==> src/pkg/bmrf_params.svh <==
// constants of the banked mode register file
`ifndef BMRF_PARAMS_SVH
`define BMRF_PARAMS_SVH
// mode field codes (five bits)
`define BMRF_MODE_USR 5'h10
`define BMRF_MODE_FIQ 5'h11
`define BMRF_MODE_IRQ 5'h12
`define BMRF_MODE_SVC 5'h13
`define BMRF_MODE_ABT 5'h17
`define BMRF_MODE_UND 5'h1b
`define BMRF_MODE_SYS 5'h1f
// status word field positions
`define BMRF_SW_N    31
`define BMRF_SW_Z    30
`define BMRF_SW_C    29
`define BMRF_SW_V    28
`define BMRF_SW_IRQD 7
`define BMRF_SW_FIQD 6
`define BMRF_SW_TST  5
`define BMRF_SW_MODE_HI 4
// status word reset value: supervisor, both interrupts disabled
`define BMRF_SW_RESET 32'h0000_00d3
// register indices
`define BMRF_IDX_SP 4'hd
`define BMRF_IDX_LR 4'he
`define BMRF_IDX_PC 4'hf
// physical register counts
`define BMRF_NUM_GPR 31
`define BMRF_NUM_SW  6
// condition field top bit
`define BMRF_COND_HI 31
`endif

==> src/pkg/bmrf_pkg.sv <==
// types of the banked mode register file
package bmrf_pkg;
  typedef enum logic [2:0] {BK_USR, BK_FIQ, BK_IRQ, BK_SVC, BK_ABT, BK_UND} bmrf_bank_t;
  typedef enum logic [2:0] {EX_NONE, EX_FIQ, EX_IRQ, EX_ABT, EX_UND, EX_TRAP} bmrf_exc_t;
  typedef struct packed {
    logic        wen;
    logic [3:0]  widx;
    logic [31:0] wdata;
    logic        sw_wen;    // move to current status word
    logic        ssw_wen;   // move to saved status word
    logic [31:0] sw_wdata;
    logic        exc_ret;   // exception return
  } bmrf_wr_t;
  typedef struct packed {
    logic [14:0][31:0] gpr_u;   // user and system r0..r14
    logic [4:0][31:0]  fiq_hi;  // fast mode r8..r12
    logic [4:0][31:0]  sp_b;    // banked stack pointers
    logic [4:0][31:0]  lr_b;    // banked link registers
    logic [31:0]       cur_sw;
    logic [4:0][31:0]  sav_sw;  // banked saved words
    logic [31:0]       pc;
  } bmrf_state_t;
endpackage

==> src/logic/bmrf_core.sv <==
// banked mode register file with status words
//
// Chosen here: the address-and-strobe port and the placing of the registers.
`include "bmrf_params.svh"
// Behaviour
// - 31 gprs plus 6 status words stored
// - sixteen registers visible, chosen by mode
// - seven modes; non-user modes privileged
// - registers zero to seven shared always
// - fast mode banks registers eight-twelve
// - each exception mode banks sp, lr
// - system mode uses user registers, privileged
// - index fifteen reads program counter
// - status word flags, disables, state, mode
// - five saved status words, one per exception mode
// - exception saves return address, status word
// - return restores status word and pc
// - five exception types, simultaneous prioritised
// - instruction width follows instruction state bit
// - condition code gates execution
// - three-stage pipeline outside this block
// - mode changes by software or exception
module bmrf_core #(
  parameter int unsigned ADDR_W = 4,
  parameter int unsigned DATA_W = 32
) (
  input  wire logic             mclk,
  input  wire logic             arst_n,
  input  wire logic [3:0]       rd_a_idx,
  input  wire logic [3:0]       rd_b_idx,
  output logic      [31:0]      rd_a_data,
  output logic      [31:0]      rd_b_data,
  input  wire bmrf_pkg::bmrf_wr_t wr,
  input  wire logic             pc_wen,
  input  wire logic [31:0]      pc_wdata,
  input  wire logic             exc_fiq,
  input  wire logic             exc_irq,
  input  wire logic             exc_abt,
  input  wire logic             exc_und,
  input  wire logic             exc_trap,
  input  wire logic [31:0]      exc_ret_addr,
  input  wire logic [31:0]      exc_vector,
  input  wire logic [3:0]       cond_field,
  output logic                  cond_pass,
  output logic      [31:0]      pc,
  output logic      [31:0]      cur_status_word,
  output logic      [31:0]      saved_status_word,
  output logic                  privileged,
  output logic                  mode_invalid,
  output logic                  insn_wide,
  output logic      [2:0]       exc_taken
);
  import bmrf_pkg::*;

  // elaboration check: ports are fixed at 4-bit register index and 32-bit data
  if (ADDR_W != 4 || DATA_W != 32)
  begin : g_bad_param
    $error("bmrf_core serves only 4-bit index and 32-bit data");
  end

  // =========================================================
  // overview
  // storage layout, 31 general registers in all:
  //   gpr_u  : r0..r14 as seen in user and system mode
  //   fiq_hi : fast mode copies of r8..r12
  //   sp_b   : one stack pointer per exception mode
  //   lr_b   : one link register per exception mode
  //   pc     : index fifteen, shared by every mode
  // status words, six in all:
  //   cur_sw : the current status word
  //   sav_sw : one saved word per exception mode
  // bank slots 0..4 follow the bank enum minus one:
  //   fast, normal, supervisor, abort, undefined
  // per edge priority:
  //   exception entry, then exception return, then writes
  // exception priority:
  //   abort, fast, normal, undefined, software trap
  // a trap enters supervisor mode; entry always masks
  // normal interrupts, fast entry masks fast ones too
  // reads are combinational on registered state, so the
  // decode stage of the pipeline sees a write of the
  // execute stage one edge later
  // invalid mode codes read and write the user bank and
  // report themselves on mode_invalid

  // =========================================================
  // helpers
  // mode code to bank, invalid codes fall back to user bank
  function automatic bmrf_bank_t bank_of(input logic [4:0] m);
    unique case (m)
      `BMRF_MODE_FIQ: bank_of = BK_FIQ;
      `BMRF_MODE_IRQ: bank_of = BK_IRQ;
      `BMRF_MODE_SVC: bank_of = BK_SVC;
      `BMRF_MODE_ABT: bank_of = BK_ABT;
      `BMRF_MODE_UND: bank_of = BK_UND;
      default:        bank_of = BK_USR;
    endcase
  endfunction

  // seven legal mode codes
  function automatic logic mode_ok(input logic [4:0] m);
    mode_ok = (m == `BMRF_MODE_USR) || (m == `BMRF_MODE_FIQ) || (m == `BMRF_MODE_IRQ)
           || (m == `BMRF_MODE_SVC) || (m == `BMRF_MODE_ABT) || (m == `BMRF_MODE_UND)
           || (m == `BMRF_MODE_SYS);
  endfunction

  // banked slot index 0..4 of an exception bank
  function automatic logic [2:0] slot(input bmrf_bank_t b);
    slot = 3'(b) - 3'h1;
  endfunction

  // visible register read through the mode bank
  function automatic logic [31:0] rd_reg(input bmrf_state_t s, input logic [3:0] i,
                                         input bmrf_bank_t b);
    if (i == `BMRF_IDX_PC)
      rd_reg = s.pc;
    else if (i < 4'h8)
      rd_reg = s.gpr_u[i];
    else if (i <= 4'hc)
      rd_reg = (b == BK_FIQ) ? s.fiq_hi[i - 4'h8] : s.gpr_u[i];
    else if (b == BK_USR)
      rd_reg = s.gpr_u[i];
    else if (i == `BMRF_IDX_SP)
      rd_reg = s.sp_b[slot(b)];
    else
      rd_reg = s.lr_b[slot(b)];
  endfunction

  // condition code evaluation against the flags
  function automatic logic cond_ok(input logic [3:0] c, input logic [31:0] sw);
    logic n;
    logic z;
    logic cf;
    logic v;
    n  = sw[`BMRF_SW_N];
    z  = sw[`BMRF_SW_Z];
    cf = sw[`BMRF_SW_C];
    v  = sw[`BMRF_SW_V];
    unique case (c)
      4'h0: cond_ok = z;
      4'h1: cond_ok = !z;
      4'h2: cond_ok = cf;
      4'h3: cond_ok = !cf;
      4'h4: cond_ok = n;
      4'h5: cond_ok = !n;
      4'h6: cond_ok = v;
      4'h7: cond_ok = !v;
      4'h8: cond_ok = cf && !z;
      4'h9: cond_ok = !cf || z;
      4'ha: cond_ok = n == v;
      4'hb: cond_ok = n != v;
      4'hc: cond_ok = !z && (n == v);
      4'hd: cond_ok = z || (n != v);
      4'he: cond_ok = 1'b1;
      4'hf: cond_ok = 1'b0;
    endcase
  endfunction

  // =========================================================
  // state
  bmrf_state_t st_q;
  bmrf_state_t st_d;
  bmrf_bank_t  bank;
  bmrf_exc_t   exc_sel;
  logic [4:0]  mode;
  logic [4:0]  tgt_mode;

  assign mode = st_q.cur_sw[`BMRF_SW_MODE_HI:0];
  assign bank = bank_of(mode);

  // prioritise simultaneous exceptions
  always_comb
  begin
    exc_sel  = EX_NONE;
    tgt_mode = mode;
    if (exc_abt)
    begin
      exc_sel  = EX_ABT;
      tgt_mode = `BMRF_MODE_ABT;
    end
    else if (exc_fiq && !st_q.cur_sw[`BMRF_SW_FIQD])
    begin
      exc_sel  = EX_FIQ;
      tgt_mode = `BMRF_MODE_FIQ;
    end
    else if (exc_irq && !st_q.cur_sw[`BMRF_SW_IRQD])
    begin
      exc_sel  = EX_IRQ;
      tgt_mode = `BMRF_MODE_IRQ;
    end
    else if (exc_und)
    begin
      exc_sel  = EX_UND;
      tgt_mode = `BMRF_MODE_UND;
    end
    else if (exc_trap)
    begin
      exc_sel  = EX_TRAP;
      tgt_mode = `BMRF_MODE_SVC;
    end
  end

  // next state: writes, exception entry, exception return
  always_comb
  begin
    bmrf_bank_t tb;
    st_d = st_q;
    tb   = bank_of(tgt_mode);
    if (exc_sel != EX_NONE)
    begin
      st_d.lr_b[slot(tb)]   = exc_ret_addr;
      st_d.sav_sw[slot(tb)] = st_q.cur_sw;
      st_d.cur_sw[`BMRF_SW_MODE_HI:0] = tgt_mode;
      st_d.cur_sw[`BMRF_SW_IRQD] = 1'b1;
      st_d.cur_sw[`BMRF_SW_TST]  = 1'b0;
      if (exc_sel == EX_FIQ)
        st_d.cur_sw[`BMRF_SW_FIQD] = 1'b1;
      st_d.pc = exc_vector;
    end
    else if (wr.exc_ret && bank != BK_USR)
    begin
      st_d.cur_sw = st_q.sav_sw[slot(bank)];
      st_d.pc     = rd_reg(st_q, `BMRF_IDX_LR, bank);
    end
    else
    begin
      if (pc_wen)
        st_d.pc = pc_wdata;
      if (wr.wen)
      begin
        if (wr.widx == `BMRF_IDX_PC)
          st_d.pc = wr.wdata;
        else if (wr.widx < 4'h8)
          st_d.gpr_u[wr.widx] = wr.wdata;
        else if (wr.widx <= 4'hc && bank == BK_FIQ)
          st_d.fiq_hi[wr.widx - 4'h8] = wr.wdata;
        else if (wr.widx <= 4'hc || bank == BK_USR)
          st_d.gpr_u[wr.widx] = wr.wdata;
        else if (wr.widx == `BMRF_IDX_SP)
          st_d.sp_b[slot(bank)] = wr.wdata;
        else
          st_d.lr_b[slot(bank)] = wr.wdata;
      end
      // only non-user modes, invalid mode codes included, may change control bits
      if (wr.sw_wen)
      begin
        if (mode != `BMRF_MODE_USR)
          st_d.cur_sw = wr.sw_wdata;
        else
          st_d.cur_sw[`BMRF_SW_N:`BMRF_SW_V] = wr.sw_wdata[`BMRF_SW_N:`BMRF_SW_V];
      end
      if (wr.ssw_wen && bank != BK_USR)
        st_d.sav_sw[slot(bank)] = wr.sw_wdata;
    end
  end

  // state register
  always_ff @(posedge mclk or negedge arst_n)
  begin
    if (!arst_n)
    begin
      st_q        <= '0;
      st_q.cur_sw <= `BMRF_SW_RESET;
    end
    else
      st_q <= st_d;
  end

  // =========================================================
  // outputs
  // two operand read ports for the decode stage
  assign rd_a_data         = rd_reg(st_q, rd_a_idx, bank);
  assign rd_b_data         = rd_reg(st_q, rd_b_idx, bank);
  assign pc                = st_q.pc;
  assign cur_status_word   = st_q.cur_sw;
  assign saved_status_word = (bank == BK_USR) ? 32'h0000_0000 : st_q.sav_sw[slot(bank)];
  assign privileged        = mode_ok(mode) && mode != `BMRF_MODE_USR;
  assign mode_invalid      = !mode_ok(mode);
  assign insn_wide         = !st_q.cur_sw[`BMRF_SW_TST];
  assign cond_pass         = cond_ok(cond_field, st_q.cur_sw);
  assign exc_taken         = 3'(exc_sel);
endmodule

==> config.mk <==
export PLATFORM = sky130hd
export DESIGN_NAME = bmrf_core
export DESIGN_NICKNAME = d
export VERILOG_FILES = /design/src/pkg/bmrf_pkg.sv /design/src/logic/bmrf_core.sv
export VERILOG_INCLUDE_DIRS = /design/src /design/src/pkg
export SDC_FILE = /design/constraint.sdc
export NUM_CORES = 2
export LEC_CHECK = 0
export ABC_AREA = 1
export BUFFER_PORTS_ARGS = -buffer_cell sky130_fd_sc_hd__buf_2
export CAP_MARGIN = 5
export CORE_MARGIN = 1
export CORE_UTILIZATION = 46
export CTS_CLUSTER_SIZE = 40
export DETAILED_ROUTE_END_ITERATION = 8
export GPL_ROUTABILITY_DRIVEN = 0
export PLACE_DENSITY = 0.67
export SKIP_LAST_GASP = 1
export SYNTH_ARGS = -nofsm -noshare
export SYNTH_HDL_FRONTEND = slang
export SYNTH_SLANG_ARGS = --single-unit
==> constraint.sdc <==
create_clock -name mclk -period 10.1 [get_ports mclk]
set_input_delay 2.02 -clock mclk [delete_from_list [all_inputs] [get_ports mclk]]
set_output_delay 2.02 -clock mclk [all_outputs]
set_load 0.02 [all_outputs]
Word-level counts from Yosys, hierarchy flattened
Cells that the tools add are included.
- bits in writable memories: 0
- memories kept: 0
- bits in read-only memories: 0
- input bits: 188
- register bits after elaboration: 1184
- logic and storage cells: 242
- output and inout port bits: 167
- latch bits: 0
- divide/modulo/power cells: 0
- multiply operators: 0
- shift operators: 0
- multiplexer cells: 78
- equal/unequal tests: 46
- add/subtract/negate cells: 5
- bitwise gates (word level): 6
- magnitude comparators: 18
- reduce and logical (&&, ||, !) cells: 49
- operators with widths (operator ; number):
    2-to-1 mux 160 bit ; 10
    2-to-1 mux 480 bit ; 3
    2-to-1 mux 32 bit ; 31
    bitwise mux 160 bit ; 6
    binary-select mux 32 bit (select 3 bit) ; 5
    bitwise mux 480 bit ; 1
    demux 32 bit (select 3 bit) ; 3
    binary-select mux 32 bit (select 4 bit) ; 2
    2-to-1 mux 200 bit ; 1
    demux 32 bit (select 4 bit) ; 1
    == test 5 bit (second input constant) ; 12
    == test 4 bit (second input constant) ; 14
    case mux 3 bit (5 select lines) ; 2
    2-to-1 mux 28 bit ; 1
    2-to-1 mux 5 bit ; 5
    less-than comparator 4 bit (second input constant) ; 6
    == test 4 x 3 -> 1 bit (second input constant) ; 4
    case mux 1 bit (16 select lines) ; 1
    less-than comparator 4 x 5 -> 1 bit (second input constant) ; 3
    2-to-1 mux 3 bit ; 5
    != test 2 bit (second input constant) ; 7
    less-or-equal comparator 4 bit (second input constant) ; 3
    logical AND 1 bit ; 12
    AND reduction 6 bit ; 2
    24 further kinds ; 62

Logic depth before layout (Yosys ltp)
- depth in word-level cells: 16
- mapped depth: 24
- depth with buffers taken out: 19

Worst setup path after synthesis
Ideal clock, no wire load.
- path type: in2out
- start: input rd_a_idx[1]
- end: output rd_a_data[12]
- buffers on the path: 3
- setup slack: 4.092 ns
- arrival time: 3.988 ns
- required time: 8.080 ns
- cell stages on the path: 13
- cell sequence: buf_2 -> nor2_2 -> inv_2 -> nor2_1 -> inv_1 -> clkbuf_1 -> clkbuf_1 -> o21bai_1 -> nand3_1 -> nand2_1 -> nand2_1 -> nand2_1 -> a21oi_1
- word-level cells in the longest chain between the ends: 7
- elaborated cells on any way between the ends: 15
- classes of those cells: add/sub: 1; order compare: 2; eq/ne: 2; mux: 10
- ends and longest elaborated chain (item ; line ; text):
    start: declaration ; bmrf_core.sv:29 ; input wire logic [3:0] rd_a_idx,
    subtractor 4 bit ; bmrf_core.sv:120 ; rd_reg = (b == BK_FIQ) ? s.fiq_hi[i - 4'h8] : s.gpr_u[i];
    binary-select mux 32 bit (select 3 bit) ; bmrf_core.sv:120 ;
    2-to-1 mux 32 bit (not written as such) ; bmrf_core.sv:120 ;
    2-to-1 mux 32 bit ; bmrf_core.sv:120 ;
    2-to-1 mux 32 bit ; bmrf_core.sv:119 ; else if (i <= 4'hc)
    2-to-1 mux 32 bit ; bmrf_core.sv:117 ; else if (i < 4'h8)
    2-to-1 mux 32 bit * ; bmrf_core.sv:115 ; if (i == `BMRF_IDX_PC)
    end: declaration ; bmrf_core.sv:31 ; output logic [31:0] rd_a_data,
Mark *: on every way between the ends. The rest lies on a longest branch, timed or not. The select of a mux whose other input is x is not followed.

Worst setup path after layout
- start: register st_q (netlist bit cur_status_word[0])
- end: output rd_b_data[29]
- word-level cells in the longest chain between the ends: 10
- elaborated cells on any way between the ends: 19
- classes of those cells: add/sub: 1; eq/ne: 6; mux: 11; reduce/logical: 1
- ends and longest elaborated chain (item ; line ; text):
    start: declaration ; bmrf_core.sv:161 ; bmrf_state_t st_q;
    start signal: assignment ; bmrf_core.sv:266 ; st_q <= st_d;
    == test 5 bit ; bmrf_core.sv:90 ; unique case (m)
    case mux 3 bit (5 select lines) * ; bmrf_core.sv:90 ;
    subtractor 3 x 1 -> 3 bit ; bmrf_core.sv:109 ; slot = 3'(b) - 3'h1;
    binary-select mux 32 bit (select 3 bit), on equally long branches ; bmrf_core.sv:126, bmrf_core.sv:124 ;
    2-to-1 mux 32 bit, on equally long branches ; bmrf_core.sv:126, bmrf_core.sv:124 ;
    2-to-1 mux 32 bit ; bmrf_core.sv:123 ; else if (i == `BMRF_IDX_SP)
    2-to-1 mux 32 bit ; bmrf_core.sv:121 ; else if (b == BK_USR)
    2-to-1 mux 32 bit * ; bmrf_core.sv:119 ;
    2-to-1 mux 32 bit * ; bmrf_core.sv:117 ;
    2-to-1 mux 32 bit * ; bmrf_core.sv:115 ;
    end: declaration ; bmrf_core.sv:32 ; output logic [31:0] rd_b_data,
Marks and branches as above.

==> impl_results.md <==
- Number of H-tree levels: 4
- Worst min path class: reg2reg
- Crit-path max cell delay: 820 ps
- Max clock buf depth: 3
- Status: completed
- Die Area: 152000 µm²
- CTS Hold Buffers Added: 0
- PwrDens: 202 nW/µm²
- Syn_nets: 10200
- Vias per cell: 6.28
- Final worst slack: 1570 ps
- Multiplexer share of the synthesized area: 0%
- Core Util, Final: 51.1%
- Slew Limit Headroom: 18.7%
- Compound-Gate Fraction of Synth Area: 16.1%
- Synth Cell Area: 69200 µm²
- Final hold violation count: 0
- Minimum clock period: 8530 ps
- Vias in the first global route: 68700
- Synth warn: 0
- GR Util All Layers: 39.8%
- Power, Total: 15.4 mW
- Resized cells post-CTS: 0
- Worst slew pin tran: 1220 ps
- Largest family of logic cells by synthesized area: simple AND/OR/NAND/NOR gates
- Peak supply drop: 182 µV
- Cells after synthesis: 10000
- Sw Pwr: 6.04 mW
- Netlist cell types: 47
- Synth Area in XOR/XNOR: 0.0127%
- Clock latency on the worst-skew pair: 810 ps
- I/O pins: 355
- CP top delay family: simple AND/OR/NAND/NOR gates
- First-pass GRT wire length: 453 mm
- Num rows: 141
- Clk_skew: 46.2 ps
- Worst path most repeated cell: nand2_1
- Register area share after synthesis: 42.8%
- Sink Count: 1184
- DRT iter0 DRCs: 11500
- Wire per inst: 26.0 µm
- Post-synth top area cell: dfrtp_1
- Critical path peak fanout: 90
- Critical Path, Cell by Cell: inv_1 > nor2_1 > nand3_4 > nand2_4 > inv_1 > ha_1 > ha_4 > nand2_1 > inv_4 > buf_12 > nand4_1 > nand2_1 > nor2_1 > nand3_1 > nand2_1 > nand2_1 > nand2_1 > nand2_1 > nand2_1 > a21oi_1 > buf_2
- Fin nets: 9933
- Die span in x: 390 µm
- Largest net degree at the start of global routing: 180
- Worst-path clk slew: 60 ps
- Final max-slew violation count: 0
- DR vias: 74500
- Syn Area/Cell: 6.91 µm²
- Arr. time, crit path: 6510 ps
- Number of flops mapped to enable cells by yosys: 0
- Dominant synthesized flop cell: dfrtp_1
- Post-Synth Simple-Gate Area: 32.5%
- WS Path Type: reg2out
- Final Setup Violations: 0
- CTS buffer count: 138
- Worst Path Required: 8080 ps
- Synth top area share: 42.6%
- Clk pwr share: 34.1%
- CP Launch Type: register
- Adder-cell share of the synthesized area: 0.0723%
- Drt total wl: 309 mm
- Pleak: 37.6 nW
- Total core area: 149000 µm²
- Final antenna-violating net count: 0
- Post-DP HPWL: 187 mm
- R2r setup slk: 3630 ps
- Max cap viols: 0
- Sw frac: 39.3%
- Setup tns final: 0 ps
- Antenna violations before repair: 29
- Worst path bufs/invs: 5
- RSZ-0062 raised after global routing: false
- Root buffer cell: clkbuf_16
- Top cells by area, synth: dfrtp_1 (43%), nand2_1 (19%), nand3_1 (8.8%)
- Setup crit end kind: output pin
- Initial Utilization: 46.6%
- Comb pwr share: 29.0%
- Congestion Overflow GR: 0
- Setup Buffers After CTS: 0
- Final period utilization: 84.4%
- Share of cells above drive strength 1: 8.36%
- Worst path slowest cell: a21oi_1
- Overall die height: 390 µm
- Flop pwr share: 36.8%
- Area Growth Syn to Fin: 9.75%
- CTS tree: built
- Dpl ws: 2410 ps
- DRC Markers: 0
- Port Buffer Count: 354
- Fraction of registers with async set or reset after synthesis: 100%
- Yosys reg bits: 1184
- Detailed Routing Iterations Pass 1: 9
- Fmax: 117 MHz
- P_int: 9.31 mW
-- placed cells by master (no fill, tap or decap), types with 141 or more instances in the layout --
cell type	netlist	layout
clkbuf_16	0	141
o21ai_1	809	805
o211ai_1	331	331
buf_2	127	345
a21oi_1	303	301
o21ai_0	428	428
nand3_1	1213	1207
inv_1	519	508
dfrtp_1	1179	1179
nor2_1	303	288
nand4_1	250	250
nand2_1	3577	3560
-- Yosys cell counts (26+ instances only) --
master	n
nor2_1	303
dfrtp_1	1179
o21bai_1	49
nand3_1	1213
buf_4	67
buf_1	80
inv_1	519
buf_2	127
o211ai_1	331
o21ai_1	809
a22o_1	26
o21ai_0	428
clkbuf_1	626
nand4_1	250
a21oi_1	303
nand2_1	3577
-- cell type report --
type	count	area, µm²
Clock inverter	42	556
Inverter	543	2050
Multi-Input combinational cell	7382	34000
Timing Repair Buffer	492	3010
Clock buffer	205	4130
Antenna cell	8	20.0
Sequential cell	1184	29600
Tap cell	2002	2500
Fill cell	14700	72600
-- worst reg2reg max path, cell delays in order (launching register included) --
cell and delay (ps):
dfstp_2 580, inv_1 110, nor2_1 170, nand3_4 500, nand2_4 670, inv_1 110, ha_1 230, ha_4 300
nand2_1 90, inv_4 400, nand3_1 710, nor2_4 240, buf_4 880, inv_1 150, nand2_2 110, buf_4 760
nand3_1 250, nand2_1 120
-- worst paths after layout --
path                                          from  cells after the start       endpoint
worst min-delay path                      st_q[89]                      2       st_q[89]
worst min register to register            st_q[89]                      2       st_q[89]
worst max-delay path            cur_status_word[0]                     21  rd_b_data[29]
min in group asynchronous                   arst_n                      1      st_q[801]
worst max register to register  cur_status_word[0]                     17      st_q[338]
max in group asynchronous                   arst_n                      3      st_q[107]
-- state kept, by name (all words and copies together) (netlist names) --
| name | flops |
|---|---|
| st_q | 1120 |
| cur_status_word | 32 |
| pc | 32 |
-- through the flow --
stage	std cells	cell area, µm²	hold WS [ps]
finish	11900	75900	478
global route	11900	75900	493
CTS	11900	75900	480
detailed placement	11600	71200	465
global placement	11600	71200	461
floorplan	10000	69200	449
-- kinds of logic (layout without fill, tap and decap cells) --
group | after synthesis | after routing
and+or+nand+nor | 5379 | 5379
xor gates and xnor gates | 1 | 1
adders and majority gates | 4 | 4
AOI/OAI and AO/OA | 1998 | 1998
other | 0 | 8
buffers and inverters | 1443 | 1282
DFF | 1184 | 1184
-- routing by layer --
| metal | wire (µm) | up-vias | track usage [%] | share of wire, % |
|---|---|---|---|---|
| li1 | - | 32600 | - | - |
| met5 | 189 | - | 0 | 0.061 |
| met1 | 113000 | 35100 | 50.4 | 37 |
| met3 | 44600 | 1257 | 13.9 | 14 |
| met2 | 126000 | 5494 | 56.4 | 41 |
| met4 | 25000 | 32 | 28.2 | 8.1 |
-- power by group through the flow --
stage          Clock [mW]  Combinational [mW]  Sequential (mW)
2_1_floorplan           0                2.69             5.57
3_3_place_gp            0                4.22             5.69
3_5_place_dp            0                4.28             5.71
4_1_cts              5.26                4.29             5.63
5_1_grt              5.45                4.68             5.70
6_report             5.24                4.46             5.65
No activity file was read; power rests on OpenSTA's default activity.
